File: config.mk
export PLATFORM = sky130hd
export DESIGN_NAME = io_coherency_event_select
export DESIGN_NICKNAME = d
export VERILOG_FILES = /design/src/io_coherency_event_select.v
export VERILOG_INCLUDE_DIRS = /design/src /design/src/src
export SDC_FILE = /design/constraint.sdc
export NUM_CORES = 1
export LEC_CHECK = 0
export BUFFER_PORTS_ARGS = -buffer_cell sky130_fd_sc_hd__buf_2
export CAP_MARGIN = 20
export CORE_ASPECT_RATIO = 0.8
export CORE_MARGIN = 8
export CORE_UTILIZATION = 35
export CTS_CLUSTER_DIAMETER = 100
export CTS_CLUSTER_SIZE = 20
export DETAILED_ROUTE_END_ITERATION = 7
export PLACE_DENSITY = 0.53
export SLEW_MARGIN = 15
export SYNTH_ARGS = -nofsm -noshare
export SYNTH_HDL_FRONTEND = slang
export SYNTH_SLANG_ARGS = --single-unit
File: constraint.sdc
create_clock -name clk -period 7.9 [get_ports clk]
set_input_delay 0.79 -clock clk [delete_from_list [all_inputs] [get_ports clk]]
set_output_delay 0.79 -clock clk [all_outputs]
set_load 0.1 [all_outputs]
File: src/io_coherency_event_select_consts.vh
// Constants for the io ring port event selector: event codes, unit mask
// fields, per-cycle maxima and counter widths.
// Assumes inclusion by the selector module only; definitions only.
`ifndef IO_COHERENCY_EVENT_SELECT_CONSTS_VH
`define IO_COHERENCY_EVENT_SELECT_CONSTS_VH

// Control word layout.
`define CTL_CODE_LSB 0
`define CTL_CODE_MSB 7
`define CTL_UMASK_LSB 8
`define CTL_UMASK_MSB 15

// Widths.
`define CTR_WIDTH 48
`define INC_WIDTH 9

// Event codes.
`define EV_CLOCK_TICKS 8'h01
`define EV_DATA_EGRESS_INSERTIONS 8'h02
`define EV_DATA_EGRESS_FULL_CYCLES 8'h05
`define EV_NONCOHERENT_BYPASS_EGRESS_FULL 8'h06
`define EV_DATA_EGRESS_FILL_LEVEL 8'h08
`define EV_ACK_EGRESS_ALLOCATIONS 8'h0B
`define EV_WRITE_CACHE_OCCUPANCY 8'h0F
`define EV_COHERENT_OPS 8'h10
`define EV_INBOUND_TRANSACTIONS 8'h11
`define EV_SNOOP_REPLY_COUNT 8'h12
`define EV_PEER_TRAFFIC_COUNT 8'h13
`define EV_PEER_REQUEST_INSERTIONS 8'h14
`define EV_PEER_QUEUE_FILL_LEVEL 8'h15
`define EV_FAF_ALLOCATION 8'h16
`define EV_FAF_FULL_CYCLES 8'h17
`define EV_FAF_READ_INSERTIONS 8'h18
`define EV_FAF_FILL_LEVEL 8'h19
`define EV_MISC_EVENT_SET_A 8'h1E
`define EV_MISC_EVENT_SET_B 8'h1F
`define EV_ALL_BUFFER_ACTIVITY 8'h20

// Per-cycle maxima.
`define MAX_WRITE_CACHE_OCC 9'h1FF
`define MAX_TWO_PER_CYCLE 9'h002

// Unit mask bit positions and group masks.
`define UM_PEER_REMOTE_ONLY 4
`define UM_PEER_REMOTE_TGT 5
`define UM_PEER_LOCAL_ONLY 6
`define UM_PEER_LOCAL_TGT 7
`define UM_SNOOP_KIND_LSB 4
`define UM_TXN_SOURCE_QUEUE 6
`define UM_MISC_A_FAST 8'h03
`define UM_MISC_A_SECONDARY 8'h1C
`define UM_MISC_A_TRANSFER 8'hE0
`define UM_MISC_B_SLOW 8'h1F
`define UM_MISC_B_RECEIVED 8'h7F

`endif

File: src/io_coherency_event_select.v
// Event selector and event counter pair for the io ring port monitor.
// Assumes all event inputs come from logic on clk; no synchronisers needed.
//
// Overview of operation
// - Write cache occupancy adds outstanding reads and writes.
// - Cache mask bits: any source, snoops, memory.
// - Clock tick event adds one every cycle.
// - Coherent ops count up to two, mask-selected types.
// - Fire-and-forget allocation, full, inserts, occupancy events.
// - All-buffer event: inbound, outbound, evictions, up to three.
// - Misc set A counts fastpath requests and rejects.
// - Misc set A secondary inserts need fastpath bits clear.
// - Misc set A transfer events need low bits clear.
// - Misc set B counts slow transfers and lost forwards.
// - Misc set B received events need low bits clear.
// - Peer requests one per cycle, occupancy up to 63.
// - Peer traffic types combine by OR.
// - Peer locality filter: remote, local or all.
// - Peer target match bits for remote or local.
// - Snoop replies up to two, response and type bits.
// - Inbound transactions OR types, AND source qualifier.
// - Inbound type bits; retried writes count again.
// - Source select bit limits to one filtered queue.
// - Data egress and ack egress events provided.
// - Two counters, each forty-eight bits wide.
// - Either counter counts any event of the port.
// - Increment width bounded per cycle.
`timescale 1ns/1ps
`include "io_coherency_event_select_consts.vh"

module io_coherency_event_select (
    input wire clk,
    input wire srst,
    input wire ce,
    input wire [15:0] ctl0,
    input wire [15:0] ctl1,
    input wire [8:0] wc_occ_any,
    input wire [8:0] wc_occ_snoop,
    input wire [8:0] wc_occ_mem,
    input wire [1:0] coh_op_valid,
    input wire [2:0] coh_op_type0,
    input wire [2:0] coh_op_type1,
    input wire faf_alloc,
    input wire faf_full,
    input wire faf_read_insert,
    input wire [4:0] faf_occ,
    input wire inbound_insert,
    input wire outbound_insert,
    input wire buffer_evict,
    input wire [7:0] misc_a_evt,
    input wire [6:0] misc_b_evt,
    input wire peer_req_insert,
    input wire [5:0] peer_occ,
    input wire peer_txn_valid,
    input wire [1:0] peer_txn_type,
    input wire peer_txn_remote,
    input wire peer_txn_tgt_match,
    input wire [1:0] snoop_valid,
    input wire [1:0] snoop_resp0,
    input wire [1:0] snoop_kind0,
    input wire [1:0] snoop_resp1,
    input wire [1:0] snoop_kind1,
    input wire txn_valid,
    input wire [1:0] txn_type,
    input wire [4:0] txn_source,
    input wire [4:0] source_queue_filter_field,
    input wire data_egress_insert,
    input wire data_egress_full,
    input wire [5:0] data_egress_occ,
    input wire ack_egress_alloc,
    input wire ncb_egress_full,
    output reg [8:0] inc0_reg,
    output reg [8:0] inc1_reg,
    output reg [47:0] count0_reg,
    output reg [47:0] count1_reg
);

    wire [8:0] inc0_next;
    wire [8:0] inc1_next;

    // Widen a single event bit to increment width.
    function [8:0] one;
        input b;
        begin
            one = {8'h00, b};
        end
    endfunction

    // Count set bits of a masked event vector and clip at two per cycle.
    function [8:0] sat_two;
        input [7:0] v;
        reg [3:0] pc;
        integer i;
        begin
            pc = 4'h0;
            for (i = 0; i < 8; i = i + 1) begin
                pc = pc + {3'b000, v[i]};
            end
            if ({5'h00, pc} > `MAX_TWO_PER_CYCLE) begin
                sat_two = `MAX_TWO_PER_CYCLE;
            end else begin
                sat_two = {5'h00, pc};
            end
        end
    endfunction

    // Coherent op type index to its unit mask bit.
    function coh_hit;
        input [7:0] um;
        input [2:0] kind;
        begin
            case (kind)
                3'h0: coh_hit = um[0]; // current_read_op
                3'h1: coh_hit = um[3]; // read for ownership
                3'h2: coh_hit = um[4]; // invalidate_to_modified_op
                3'h3: coh_hit = um[6]; // writeback_to_invalid_op
                3'h4: coh_hit = um[7]; // line_flush_op
                default: coh_hit = 1'b0;
            endcase
        end
    endfunction

    // A snoop reply counts only when both its response and its type are picked.
    function snoop_hit;
        input [7:0] um;
        input [1:0] resp;
        input [1:0] kind;
        begin
            snoop_hit = um[resp] & (kind != 2'h3) & um[`UM_SNOOP_KIND_LSB + kind];
        end
    endfunction

    // Inbound transaction type index to its unit mask bit.
    function txn_hit;
        input [7:0] um;
        input [1:0] kind;
        begin
            case (kind)
                2'h0: txn_hit = um[1];
                2'h1: txn_hit = um[3];
                2'h2: txn_hit = um[4];
                default: txn_hit = um[5];
            endcase
        end
    endfunction

    // Turn one control word into this cycle's increment. Both counters use
    // the same decode, so either may count any event.
    function [8:0] event_inc;
        input [15:0] ctl;
        reg [7:0] code;
        reg [7:0] um;
        reg [10:0] wsum;
        reg [7:0] m;
        reg rem_sel;
        reg loc_sel;
        reg loc_ok;
        reg tgt_ok;
        reg src_ok;
        begin
            code = ctl[`CTL_CODE_MSB:`CTL_CODE_LSB];
            um = ctl[`CTL_UMASK_MSB:`CTL_UMASK_LSB];
            wsum = 11'h000;
            m = 8'h00;
            rem_sel = um[`UM_PEER_REMOTE_ONLY];
            loc_sel = um[`UM_PEER_LOCAL_ONLY];
            loc_ok = 1'b0;
            tgt_ok = 1'b0;
            src_ok = 1'b0;
            case (code)
                `EV_CLOCK_TICKS: begin
                    event_inc = 9'h001;
                end
                `EV_WRITE_CACHE_OCCUPANCY: begin
                    // Sources are summed; the sum is clipped at the per-cycle peak.
                    wsum = {2'b00, um[0] ? wc_occ_any : 9'h000}
                        + {2'b00, um[1] ? wc_occ_snoop : 9'h000}
                        + {2'b00, um[2] ? wc_occ_mem : 9'h000};
                    if (wsum > {2'b00, `MAX_WRITE_CACHE_OCC}) begin
                        event_inc = `MAX_WRITE_CACHE_OCC;
                    end else begin
                        event_inc = wsum[8:0];
                    end
                end
                `EV_COHERENT_OPS: begin
                    event_inc = one(coh_op_valid[0] & coh_hit(um, coh_op_type0))
                        + one(coh_op_valid[1] & coh_hit(um, coh_op_type1));
                end
                `EV_FAF_ALLOCATION: event_inc = one(faf_alloc);
                `EV_FAF_FULL_CYCLES: event_inc = one(faf_full);
                `EV_FAF_READ_INSERTIONS: event_inc = one(faf_read_insert);
                `EV_FAF_FILL_LEVEL: event_inc = {4'h0, faf_occ};
                `EV_ALL_BUFFER_ACTIVITY: begin
                    event_inc = one(um[0] & inbound_insert)
                        + one(um[1] & outbound_insert)
                        + one(um[2] & buffer_evict);
                end
                `EV_MISC_EVENT_SET_A: begin
                    // Groups are exclusive: a lower group being picked disables higher ones.
                    if ((um & `UM_MISC_A_FAST) != 8'h00) begin
                        m = um & `UM_MISC_A_FAST;
                    end else if ((um & `UM_MISC_A_SECONDARY) != 8'h00) begin
                        m = um & `UM_MISC_A_SECONDARY;
                    end else begin
                        m = um & `UM_MISC_A_TRANSFER;
                    end
                    event_inc = sat_two(misc_a_evt & m);
                end
                `EV_MISC_EVENT_SET_B: begin
                    if ((um & 8'h0F) != 8'h00) begin
                        m = um & `UM_MISC_B_SLOW;
                    end else begin
                        m = um & `UM_MISC_B_RECEIVED;
                    end
                    event_inc = sat_two({1'b0, misc_b_evt} & m);
                end
                `EV_PEER_REQUEST_INSERTIONS: event_inc = one(peer_req_insert);
                `EV_PEER_QUEUE_FILL_LEVEL: event_inc = {3'h0, peer_occ};
                `EV_PEER_TRAFFIC_COUNT: begin
                    loc_ok = (rem_sel == loc_sel) | (rem_sel & peer_txn_remote)
                        | (loc_sel & ~peer_txn_remote);
                    if (um[`UM_PEER_REMOTE_TGT] | um[`UM_PEER_LOCAL_TGT]) begin
                        tgt_ok = peer_txn_tgt_match
                            & ((um[`UM_PEER_REMOTE_TGT] & peer_txn_remote)
                            | (um[`UM_PEER_LOCAL_TGT] & ~peer_txn_remote));
                    end else begin
                        tgt_ok = 1'b1;
                    end
                    event_inc = one(peer_txn_valid & um[peer_txn_type]
                        & loc_ok & tgt_ok);
                end
                `EV_SNOOP_REPLY_COUNT: begin
                    event_inc = one(snoop_valid[0] & snoop_hit(um, snoop_resp0, snoop_kind0))
                        + one(snoop_valid[1] & snoop_hit(um, snoop_resp1, snoop_kind1));
                end
                `EV_INBOUND_TRANSACTIONS: begin
                    // Each retry is presented as a new request, so it counts again.
                    src_ok = ~um[`UM_TXN_SOURCE_QUEUE]
                        | (txn_source == source_queue_filter_field);
                    event_inc = one(txn_valid & txn_hit(um, txn_type) & src_ok);
                end
                `EV_DATA_EGRESS_INSERTIONS: event_inc = one(data_egress_insert);
                `EV_DATA_EGRESS_FULL_CYCLES: event_inc = one(data_egress_full);
                `EV_DATA_EGRESS_FILL_LEVEL: event_inc = {3'h0, data_egress_occ};
                `EV_ACK_EGRESS_ALLOCATIONS: event_inc = one(ack_egress_alloc);
                `EV_NONCOHERENT_BYPASS_EGRESS_FULL: event_inc = one(ncb_egress_full);
                default: event_inc = 9'h000;
            endcase
        end
    endfunction

    // Same decode for both counters.
    assign inc0_next = event_inc(ctl0);
    assign inc1_next = event_inc(ctl1);

    // Increments are registered first so the adders see a clean flop output;
    // this costs one cycle of latency between event and count.
    always @(posedge clk) begin
        if (srst) begin
            inc0_reg <= 9'h000;
            inc1_reg <= 9'h000;
        end else if (ce) begin
            inc0_reg <= inc0_next;
            inc1_reg <= inc1_next;
        end
    end

    // The counter pair wraps silently at full scale.
    always @(posedge clk) begin
        if (srst) begin
            count0_reg <= 48'h000000000000;
            count1_reg <= 48'h000000000000;
        end else if (ce) begin
            count0_reg <= count0_reg + {39'h0, inc0_reg};
            count1_reg <= count1_reg + {39'h0, inc1_reg};
        end
    end

endmodule // io_coherency_event_select

Yosys cells after proc, flatten, opt, wreduce, memory -nomap -nowiden
Index checks and enable logic that the tools add are counted.
- word-level logic and storage cells: 242
- output and inout port bits: 114
- bits of input ports: 141
- flip-flop bits (word level): 114
- eq/ne operators: 55
- muxes and demuxes: 60
- bitwise gates (word level): 59
- magnitude comparators: 11
- reductions and logical operators: 9
- $add $sub $neg: 44
- operators with widths (kind ; count):
    one-hot mux 9 bit (20 select lines) ; 2
    == test 8 x 5 -> 1 bit (second input constant) ; 24
    adder 48 x 9 -> 48 bit ; 2
    two-way mux 9 bit ; 8
    adder 4 x 1 -> 4 bit ; 16
    two-way mux 8 bit ; 8
    == test 8 x 4 -> 1 bit (second input constant) ; 6
    nonzero test 8 bit ; 6
    bitwise AND 1 bit ; 42
    == test 8 x 3 -> 1 bit (second input constant) ; 4
    adder 10 x 9 -> 11 bit ; 2
    > comparator 11 x 9 -> 1 bit (second input constant) ; 2
    adder 1 x 1 -> 2 bit ; 10
    adder 9 x 9 -> 10 bit ; 2
    two-way mux 1 bit ; 20
    one-hot mux 1 bit (5 select lines) ; 4
    adder 2 x 1 -> 3 bit ; 6
    adder 3 x 1 -> 4 bit ; 4
    bitwise AND 7 x 8 -> 8 bit ; 2
    bitwise AND 8 bit ; 2
    == test 8 x 1 -> 1 bit (second input constant) ; 2
    == test 8 x 2 -> 1 bit (second input constant) ; 2
    == test 8 x 6 -> 1 bit (second input constant) ; 2
    > comparator 4 x 2 -> 1 bit (second input constant) ; 4
    other kinds (20) ; 56

Longest topological paths before layout
Gate-level depths: netlist (run 1).
- depth in word-level cells: 15
- depth in mapped cells: 15
- mapped depth without buffers: 14

Worst setup path after synthesis (run 1)
Ideal clock, no wire load.
- kind: in2reg
- from: input ctl1[8]
- to: register inc1_reg[1]
- setup time: 125 ps
- required time: 7775 ps
- setup slack: 3251 ps
- arrival time: 4524 ps
- cell stages on the path: 15
- buffers on the path: 2
- path through: clkbuf_1 clkbuf_1 nand2_1 fa_1 fa_1 inv_1 fa_1 ha_1 fa_1 nor4bb_1 a21o_1 o21ai_0 a222oi_1 o21ai_0 o2bb2ai_1
- word-level cells in the longest chain between the ends: 14
- elaborated cells on any way between the ends: 57
- those cells by class: add/sub (20); order compare (3); mux (21); bitwise (11); reduce/logical (2)
- RTL lines (element ; RTL line ; RTL):
    start, declared ; io_coherency_event_select.v:36 ; input wire [15:0] ctl1,
    nonzero test 8 bit ; io_coherency_event_select.v:200 ; if ((um & `UM_MISC_A_FAST) != 8'h00) begin
    two-way mux 8 bit ; io_coherency_event_select.v:200 ;
    two-way mux 8 bit ; io_coherency_event_select.v:170 ; case (code)
    bitwise AND 8 bit ; io_coherency_event_select.v:207 ; event_inc = sat_two(misc_a_evt & m);
    adder 1 x 1 -> 2 bit ; io_coherency_event_select.v:97 ; pc = pc + {3'b000, v[i]};
    adder 2 x 1 -> 3 bit ; io_coherency_event_select.v:97 ;
    adder 3 x 1 -> 4 bit ; io_coherency_event_select.v:97 ;
    adder 4 x 1 -> 4 bit (4 in series) ; io_coherency_event_select.v:97 ;
    > comparator 4 x 2 -> 1 bit (no line) ; - ;
    two-way mux 4 bit ; io_coherency_event_select.v:99 ; if ({5'h00, pc} > `MAX_TWO_PER_CYCLE) begin
    one-hot mux 9 bit (20 select lines) (*) ; io_coherency_event_select.v:170 ;
    end signal, assigned ; io_coherency_event_select.v:264 ; inc1_reg <= inc1_next;
    end, declared ; io_coherency_event_select.v:73 ; output reg [8:0] inc1_reg,
Every way passes the cells marked *; elsewhere a longest branch is shown, timed or not. The select of a mux whose other input is x is not followed.
A chain may end at the register's enable or synchronous reset.

Worst setup path after layout (run 1)
Ends and elaborated chain as after synthesis.

==> results of run 1 <==
## critical path: stages
cell       delay (ns)
buf_2            0.22
nor4_1           0.47
nor2b_1          0.27
nand3_1          0.14
fa_1             0.53
inv_1            0.06
fa_1             0.48
ha_1             0.24
fa_1             0.47
nor4bb_1         0.29
a21o_1           0.16
o21ai_0          0.08
a222oi_1         0.28
o21ai_0          0.14
o2bb2ai_1        0.13
## power by group through the flow
stage / combinational [mW] / sequential (mW) / clock [mW]
2_1_floorplan: 0.211 / 0.630 / 0
3_3_place_gp: 0.370 / 0.598 / 0
3_5_place_dp: 0.371 / 0.598 / 0
4_1_cts: 0.373 / 0.585 / 0.763
5_1_grt: 0.414 / 0.586 / 0.791
6_report: 0.374 / 0.585 / 0.745
## synth_stat cells (all sizes together) (11+ instances only)
library cell	instances	area share
nand3	54	0.027
nor3	25	0.012
a211oi	27	0.020
or4	13	0.0096
xnor2	29	0.025
inv	88	0.032
or3	15	0.010
dfxtp	114	0.22
nor4	21	0.017
clkbuf	49	0.018
mux2	39	0.043
nand2	138	0.051
nor2b	46	0.028
a21o	11	0.0081
fa	40	0.079
and2	31	0.019
ha	44	0.054
nor2	118	0.044
a21oi	91	0.045
nand4	34	0.023
and3	22	0.014
o31ai	14	0.010
mux2i	12	0.012
o21ai	52	0.026
mux4	11	0.024
## placed cells by master (no fill, tap or decap), drive strengths merged, types with 29 or more instances in the layout
cell type    n
nand2      138
nand4       34
dfxtp      114
o21ai       52
fa          40
ha          44
and2        31
mux2        39
xnor2       29
a21oi       91
buf        263
nor2b       46
inv         88
nand3       54
nor2       118
## layer usage
metal | GRT usage | share of wire
met1 | 0.293 | 0.47
met2 | 0.322 | 0.44
met3 | 0.0510 | 0.077
met4 | 0.0515 | 0.015
met5 | 0 | 0.00035
## layout make-up
class                   count  area [um^2]
multi-input cells        1034         7340
well taps                 377          472
fillers                  3032        16600
clock buffers              23          488
clock inverters             9         80.1
flip-flops and latches    114         2280
repair buffers            263         1340
diodes                      5         12.5
inverters                  90          338
## kinds of logic (layout without fill, tap and decap cells)
kind of cell | Yosys count | count (layout) | synth area share
AOI/OAI and AO/OA | 290 | 290 | 0.186
DFF | 114 | 114 | 0.224
adders and majority gates | 84 | 84 | 0.133
and+or+nand+nor | 562 | 562 | 0.291
other | 0 | 5 | 0
buffers and inverters | 149 | 385 | 0.0560
muxes | 62 | 62 | 0.0793
xor gates and xnor gates | 36 | 36 | 0.0310
## how the worst max path moves through the flow
stage / startpoint / end / slack, ns / cells after the start
6_report: ctl1[8] / inc1_reg[1] / 3.43 / 15
5_1_grt: ctl1[8] / inc1_reg[1] / 3.20 / 15
4_1_cts: ctl1[8] / inc1_reg[1] / 3.53 / 15
3_5_place_dp: ctl1[8] / inc1_reg[1] / 3.08 / 15
3_3_place_gp: ctl1[8] / inc1_reg[1] / 3.18 / 15
2_1_floorplan: ctl1[8] / inc1_reg[1] / 3.25 / 15
## stage by stage
stage	setup WS, ns	power [mW]	hold slack [ns]	cell area (um^2)
2_1_floorplan	3.25	0.841	0.884	10200
3_3_place_gp	3.18	0.968	0.473	11800
3_5_place_dp	3.08	0.969	0.480	11800
4_1_cts	3.53	1.72	0.487	12300
5_1_grt	3.20	1.79	0.514	12400
6_report	3.43	1.70	0.481	12400
==> metrics, run 1 <==
run status=complete, no violations; EDFF count, synth=0; max frequency=about 220 MHz; total CTS buffers=17; total placed cells including tap cells=between 1.5k and 2k; drt first pass iters=5; Slew headroom=0.275; Routability Congestion=roughly 0.89; post-DR wirelength/cell=just under 20 um; Worst Path Required=approximately 8.2 ns; Post-CTS Hold Fix Bufs=0; DIE AREA=roughly 35000 um^2; Post-Syn Nets=1522; ys async rst share=0; CP startpoint kind=input pin; Layout area overhead=21.4%; flops & latches, synth=~110; largest net degree at the start of global routing=81; CTS clk-pin slew, worst paths=0.06 ns; Port Buffers=between 200 and 300; CTS tree=built; Detailed Place HPWL=~30 mm; worst r2r dst=count1_reg[32]; fin crit period=4.47 ns; total core area=roughly 29000 um^2; P_sw=roughly 520 uW; R2R cell count=9; Via Count=approximately 11k; root buffer cell=clkbuf_16; Max-Cap Viols=0; crit path max fanout=19; Starting Density=0.352; Die Wd=~210 um; HP Class=flop to flop; cell count after synthesis=1297; latest clock arrival within the worst-skew pair=about 0.42 ns; post-CTS setup buffers=0; sequential power share=0.344; Hold Path Sink=count0_reg[4]; top_reg_cell synth=dfxtp_1; Worst EP arrival=4.75 ns; drt via density=5.61; crit end category=flop; peak supply drop=approximately 0.14 mV; Remaining Overflow, GRT=0; P_int=1.18 mW; layout cell share with drive strength beyond 1=0.234; CTS resizes=0; setup slack, reg-to-reg=4.74 ns; H-tree levels=4; Routed Antenna Nets=0; CTS max path bufs=2; switching share of power=0.308; Leakage=between 5 and 6 nW; initial DRC count=~670; num ports=roughly 260; initial antenna violation count=8; Clock Skew=roughly 0.013 ns; PwrDens=138 nW/um^2; vias in the first global route=approximately 10k; DRC errors left=0; Final Hold Violating Endpoints=0; clock share of power=0.437; Least-Margin Pin Slew=1.08 ns; Tot GR Track Use=0.210; sequential fraction of the synthesis area=0.224; Ys Warns=0; Slew Limit Fails=0; hold path depth=2; Nets=~1.7k; Crit Path Class=input pin to flop; Finished Layout Cells=1915; Avg Cell Area, Syn=a little under 8 um^2; DIE HEIGHT=between 150 and 200 um; RSZ-0062 raised after global routing=false; Post-Syn Area=10200 um^2; final setup fails=0; fin util=0.427; Sink Count=approximately 110; crit share post-route=0.566; WL final=37.4 mm; synth unique cells=76; number of core rows=56; Hold Path Origin=count0_reg[4]; first-pass GRT wire length=about 58 mm; Gate power share=0.219; setup TNS=0 ns; Crit Reg-Reg Startpoint=inc1_reg[0]
Note: power is estimated with default switching activity, not from simulation.
==> run 2, diff against run 1 <==
Clock period 7.9 ns to 4.12 ns, I/O delays scaled along.
==> run 2 against run 1 <==
Cell count rose by 1.0%. First-iteration DRC count increased by 22%. Utilization is 0.60 points higher. Wire length rose by 1.5%. Power is 94% higher. Critical path depth is the same. Combinational power rose by 95%. Die area did not move. Setup slack worse by 3.3 ns. Clock power rose by 96%. Cell area grew 1.4%. Highest routed layer is now met4.
==> metrics, run 2 (same netlist as run 1, synthesis figures left out) <==
CTS clk-pin slew, worst paths=roughly 0.06 ns; largest net degree at the start of global routing=70; Max-Cap Viols=0; crit end category=flop; DRC errors left=0; grt met3 use=0.0545; Worst Path Buf+Inv=2; Starting Density=0.352; CTS tree=built; CP max-delay cell=fa_1; Routed Antenna Nets=0; initial DRC count=slightly above 800; Sink Count=114; setup slack after layout=approximately 0.17 ns; drt via density=about 5.5; R2R cell count=9; total core area=approximately 29000 um^2; Detailed Place HPWL=29.9 mm; Layout area overhead=23.1%; fin crit period=slightly below 4 ns; Setup crit end=inc1_reg[1]; DIE HEIGHT=approximately 170 um; layout cell share with drive strength beyond 1=0.246; Leakage=5.38 nW; most common cell type on the critical path=fa_1; slowest stage delay, CP=between 0.5 and 0.6 ns; cells along the critical path=buf_2 -> nor2_1 -> nand3_1 -> fa_1 -> fa_1 -> inv_1 -> fa_1 -> ha_1 -> fa_1 -> nor4bb_2 -> a21o_1 -> o21ai_0 -> a222oi_1 -> o21ai_1 -> o2bb2ai_1; drt first pass iters=5; setup slack, reg-to-reg=0.92 ns; Worst EP arrival=between 4 and 5 ns; most frequent cells in the layout=buf_2, nand2_1, nor2_1; CP startpoint kind=input pin; fin util=0.433; PwrDens=264 nW/um^2; HP Class=input pin to flop; crit share post-route=0.958; first-pass GRT wire length=between 50 and 60 mm; met1 GRT Util=0.303; Nets=1766; Slew headroom=0.402; Port Buffers=about 250; DIE AREA=34800 um^2; total CTS buffers=17; Via Count=~11k; number of core rows=56; Crit. Startpoint=ctl1[8]; largest delay contributor family on the critical path=adder cells; root buffer cell=clkbuf_16; H-tree levels=4; register area=about 2300 um^2; Most Used Layer, Global Route=met2; Die Wd=207 um; Tot Pwr=between 3 and 4 mW; post-DR wirelength/cell=19.6 um; Final Hold Violating Endpoints=0; Clock Skew=~0.01 ns; crit path max fanout=5; final setup fails=0; Routability Congestion=roughly 0.94; vias in the first global route=10.4k; dpl ws=-0.231 ns; footprint of the multi-input gates=7350 um^2; CTS max path bufs=2; Tot GR Track Use=0.216; initial antenna violation count=6; Hold Path Origin=ctl1[6]; worst r2r dst=count1_reg[32]; Least-Margin Pin Slew=around 0.89 ns; met2 usage=0.324; peak supply drop=between 0.2 and 0.3 mV; max frequency=between 200 and 300 MHz; total placed cells including tap cells=1899; commonest non-fill, non-tap cell in the layout=buf_2; latest clock arrival within the worst-skew pair=about 0.42 ns; WL final=37.9 mm; Crit Path Class=input pin to flop; Crit Reg-Reg Startpoint=inc1_reg[0]; Finished Layout Cells=around 1.9k; RSZ-0062 raised after global routing=false; Slew Limit Fails=0; run status=complete, no violations; # fillers=3015; post-CTS setup buffers=0; Worst Path Required=approximately 4.4 ns; num ports=approximately 260; Remaining Overflow, GRT=0; CP Depth=15
## run 2: report_power, final
part           internal, mW  switching [mW]  total (mW)
Clock                 0.910           0.546        1.46
Combinational         0.274           0.457       0.731
Sequential             1.11          0.0106        1.12
## run 2: layout make-up
class | count | share of cell area
Clock buffer | 20 | 0.0365
Clock inverter | 11 | 0.00899
Multi-Input combinational cell | 1034 | 0.587
Sequential cell | 114 | 0.182
Inverter | 90 | 0.0270
Tap cell | 377 | 0.0377
Timing Repair Buffer | 284 | 0.120
Antenna cell | 5 | 0.000999
## run 2: worst min-delay path: cells and delay by family
family	cells	cell delay, ns
buffers and inverters	1	0.10
AND/OR/NAND/NOR	2	0.13
AO/OA/AOI/OAI	1	0.09
## run 2: worst min path at each step
stage | endpoint | slack, ns | cells after the start
2_1_floorplan | inc1_reg[0] | 0.64 | 3
6_report | inc1_reg[0] | 0.37 | 4
4_1_cts | inc1_reg[0] | 0.33 | 4
3_5_place_dp | count0_reg[4] | 0.48 | 2
3_3_place_gp | count0_reg[4] | 0.47 | 2
5_1_grt | inc1_reg[0] | 0.38 | 4
## run 2: what timing repair did
| action | in CTS | in global routing |
|---|---|---|
| resized for setup | 0 | 4 |
| hold buffers | 0 | 0 |
| hold endpoints to repair | 0 | 0 |
| setup endpoints to repair | 0 | 1 |
## run 2: routing by layer
metal / up-vias / part of all wire
li1: 5193 / -
met1: 5163 / 0.47
met2: 339 / 0.44
met3: 33 / 0.079
met4: 0 / 0.015
met5: - / 0
## run 2: metrics by stage
stage | instance area, um^2 | hold slack [ns] | TNS, ns
2_1_floorplan | 10200 | 0.637 | 0
3_3_place_gp | 11900 | 0.473 | -0.111
3_5_place_dp | 11900 | 0.484 | -0.319
4_1_cts | 12500 | 0.329 | 0
5_1_grt | 12500 | 0.384 | 0
6_report | 12500 | 0.366 | 0
==> run 3, diff against run 2 <==
Settings changed: GPL_TIMING_DRIVEN set to 0.
==> run 3 against run 2 <==
Cell area rose by 1.5%. Highest routed layer unchanged. Worst hold slack improved by 0.017 ns. Register-to-register slack got worse by 0.11 ns.
==> metrics, run 3 (same netlist as run 1, synthesis figures left out) <==
run status=complete, no violations; Worst Path Required=approximately 4.4 ns; worst hold slack=around 0.38 ns; WL final=between 30 and 40 mm; Least-Margin Pin Slew=approximately 1.1 ns; DRC errors left=0; Crit Path Class=input pin to flop; crit share post-route=0.990; PwrDens=~270 nW/um^2; commonest non-fill, non-tap cell in the layout=buf_2; Detailed Place HPWL=between 30 and 40 mm; worst r2r dst=count1_reg[46]; Nets=between 1.5k and 2k; latest clock arrival within the worst-skew pair=between 0.4 and 0.5 ns; crit path max fanout=9; Slew headroom=0.286; number of core rows=between 50 and 60; post-DR wirelength/cell=20.2 um; DIE AREA=34800 um^2; most frequent cells in the layout=buf_2, nand2_1, nor2_1; Clock Skew=0.0120 ns; drt first pass iters=5; total CTS buffers=17; largest net degree at the start of global routing=17; peak supply drop=~0.31 mV; H-tree levels=4; Routed Antenna Nets=0; setup slack, reg-to-reg=approximately 0.81 ns; Leakage=5.39 nW; CTS tree=built; Max-Cap Viols=0; R2R cell count=9; Tot Pwr=between 3 and 4 mW; drt via density=between 5 and 6; Crit Reg-Reg Startpoint=inc1_reg[0]; Slew Limit Fails=0; max frequency=around 250 MHz; setup TNS=0 ns; initial DRC count=903; CTS clk-pin slew, worst paths=about 0.060 ns; Die Wd=207 um; Hold Path Sink=inc1_reg[0]; layout cell share with drive strength beyond 1=0.235; hold path depth=4; vias in the first global route=roughly 11k; fin crit period=about 4.1 ns; num ports=about 260; final setup fails=0; Worst EP arrival=approximately 4.4 ns; Final Hold Violating Endpoints=0; Sink Count=about 110; first-pass GRT wire length=approximately 60 mm; Port Buffers=245; Via Count=11.0k; DIE HEIGHT=approximately 170 um; crit end category=flop; root buffer cell=clkbuf_16; Hold Path Origin=ctl1[6]; initial antenna violation count=8; Tot GR Track Use=0.223; CTS max path bufs=2; total core area=between 20000 and 30000 um^2; Routability Congestion=approximately 0.94; Post-CTS Hold Fix Bufs=0; Starting Density=0.352; fin util=0.439; RSZ-0062 raised after global routing=true; HP Class=input pin to flop; Layout area overhead=25.0%; CP startpoint kind=input pin; Remaining Overflow, GRT=0; # fillers=3034
## run 3: cell count changes in the layout (fill, tap and decap cells not counted), moves of 3 or more
cell and change:
buf_1 +4, buf_2 -3, buf_4 -24, clkbuf_1 +42, clkbuf_8 +3, diode_2 +4
## run 3: per-layer routing
layer / up-vias / track usage / share of wire
met1: 5308 / 0.312 / 0.47
met4: 0 / 0.0581 / 0.012
met3: 33 / 0.0462 / 0.069
met5: - / 0 / 0
met2: 347 / 0.345 / 0.45
li1: 5262 / - / -
## run 3: area by class of cell
cell class / instances / area [um^2] / share of cell area
Clock buffer: 23 / 498 / 0.0392
Clock inverter: 9 / 126 / 0.00994
Buffer: 59 / 310 / 0.0244
Sequential cell: 114 / 2280 / 0.179
Timing Repair Buffer: 252 / 1290 / 0.101
Antenna cell: 9 / 22.5 / 0.00177
Multi-Input combinational cell: 1034 / 7380 / 0.580
Tap cell: 377 / 472 / 0.0371
Inverter: 90 / 338 / 0.0266
## run 3: power by group
group	switching (mW)	leakage (nW)	internal [mW]	total, mW
clock network	0.548	0.309	1.03	1.58
registers	0.00951	0.920	1.11	1.12
logic	0.473	4.17	0.278	0.751
total	1.03	5.39	2.42	3.45
## run 3: repair_timing
| action | in CTS | in global routing |
|---|---|---|
| cloned | 0 | 0 |
| endpoints found under the setup margin | 3 | 2 |
| pin swaps | 9 | 8 |
| resized for setup | 24 | 16 |
| setup buffers | 1 | 5 |
## run 3: worst max-delay path by stage
stage	from	end	slack [ns]	depth (start not counted)
after global placement	ctl0[9]	inc0_reg[0]	-0.88	15
after global routing	ctl1[9]	inc1_reg[1]	-0.07	15
final	ctl1[9]	inc1_reg[1]	0.04	15
after detailed placement	ctl0[9]	inc0_reg[0]	-0.90	15
after floorplan	ctl0[9]	inc0_reg[0]	0.005	15
after CTS	ctl1[9]	inc1_reg[1]	0.009	15
## run 3: worst max-delay path, cell delays in order
cell,delay (ns)
buf_8,0.13
clkbuf_16,0.14
nand2_1,0.08
fa_1,0.49
fa_1,0.54
inv_1,0.05
fa_1,0.54
ha_2,0.20
fa_1,0.46
nor4bb_2,0.30
a21o_1,0.19
o21ai_0,0.09
a222oi_1,0.44
o21ai_2,0.15
o2bb2ai_1,0.15
## run 3: per-stage QoR
step	instance area, um^2	setup slack (ns)	instances
finish	12700	0.0428	1967
global route	12700	-0.0724	1966
CTS	12600	0.00930	1952
detailed placement	11900	-0.901	1919
global placement	11900	-0.878	1919
floorplan	10200	0.00475	1297
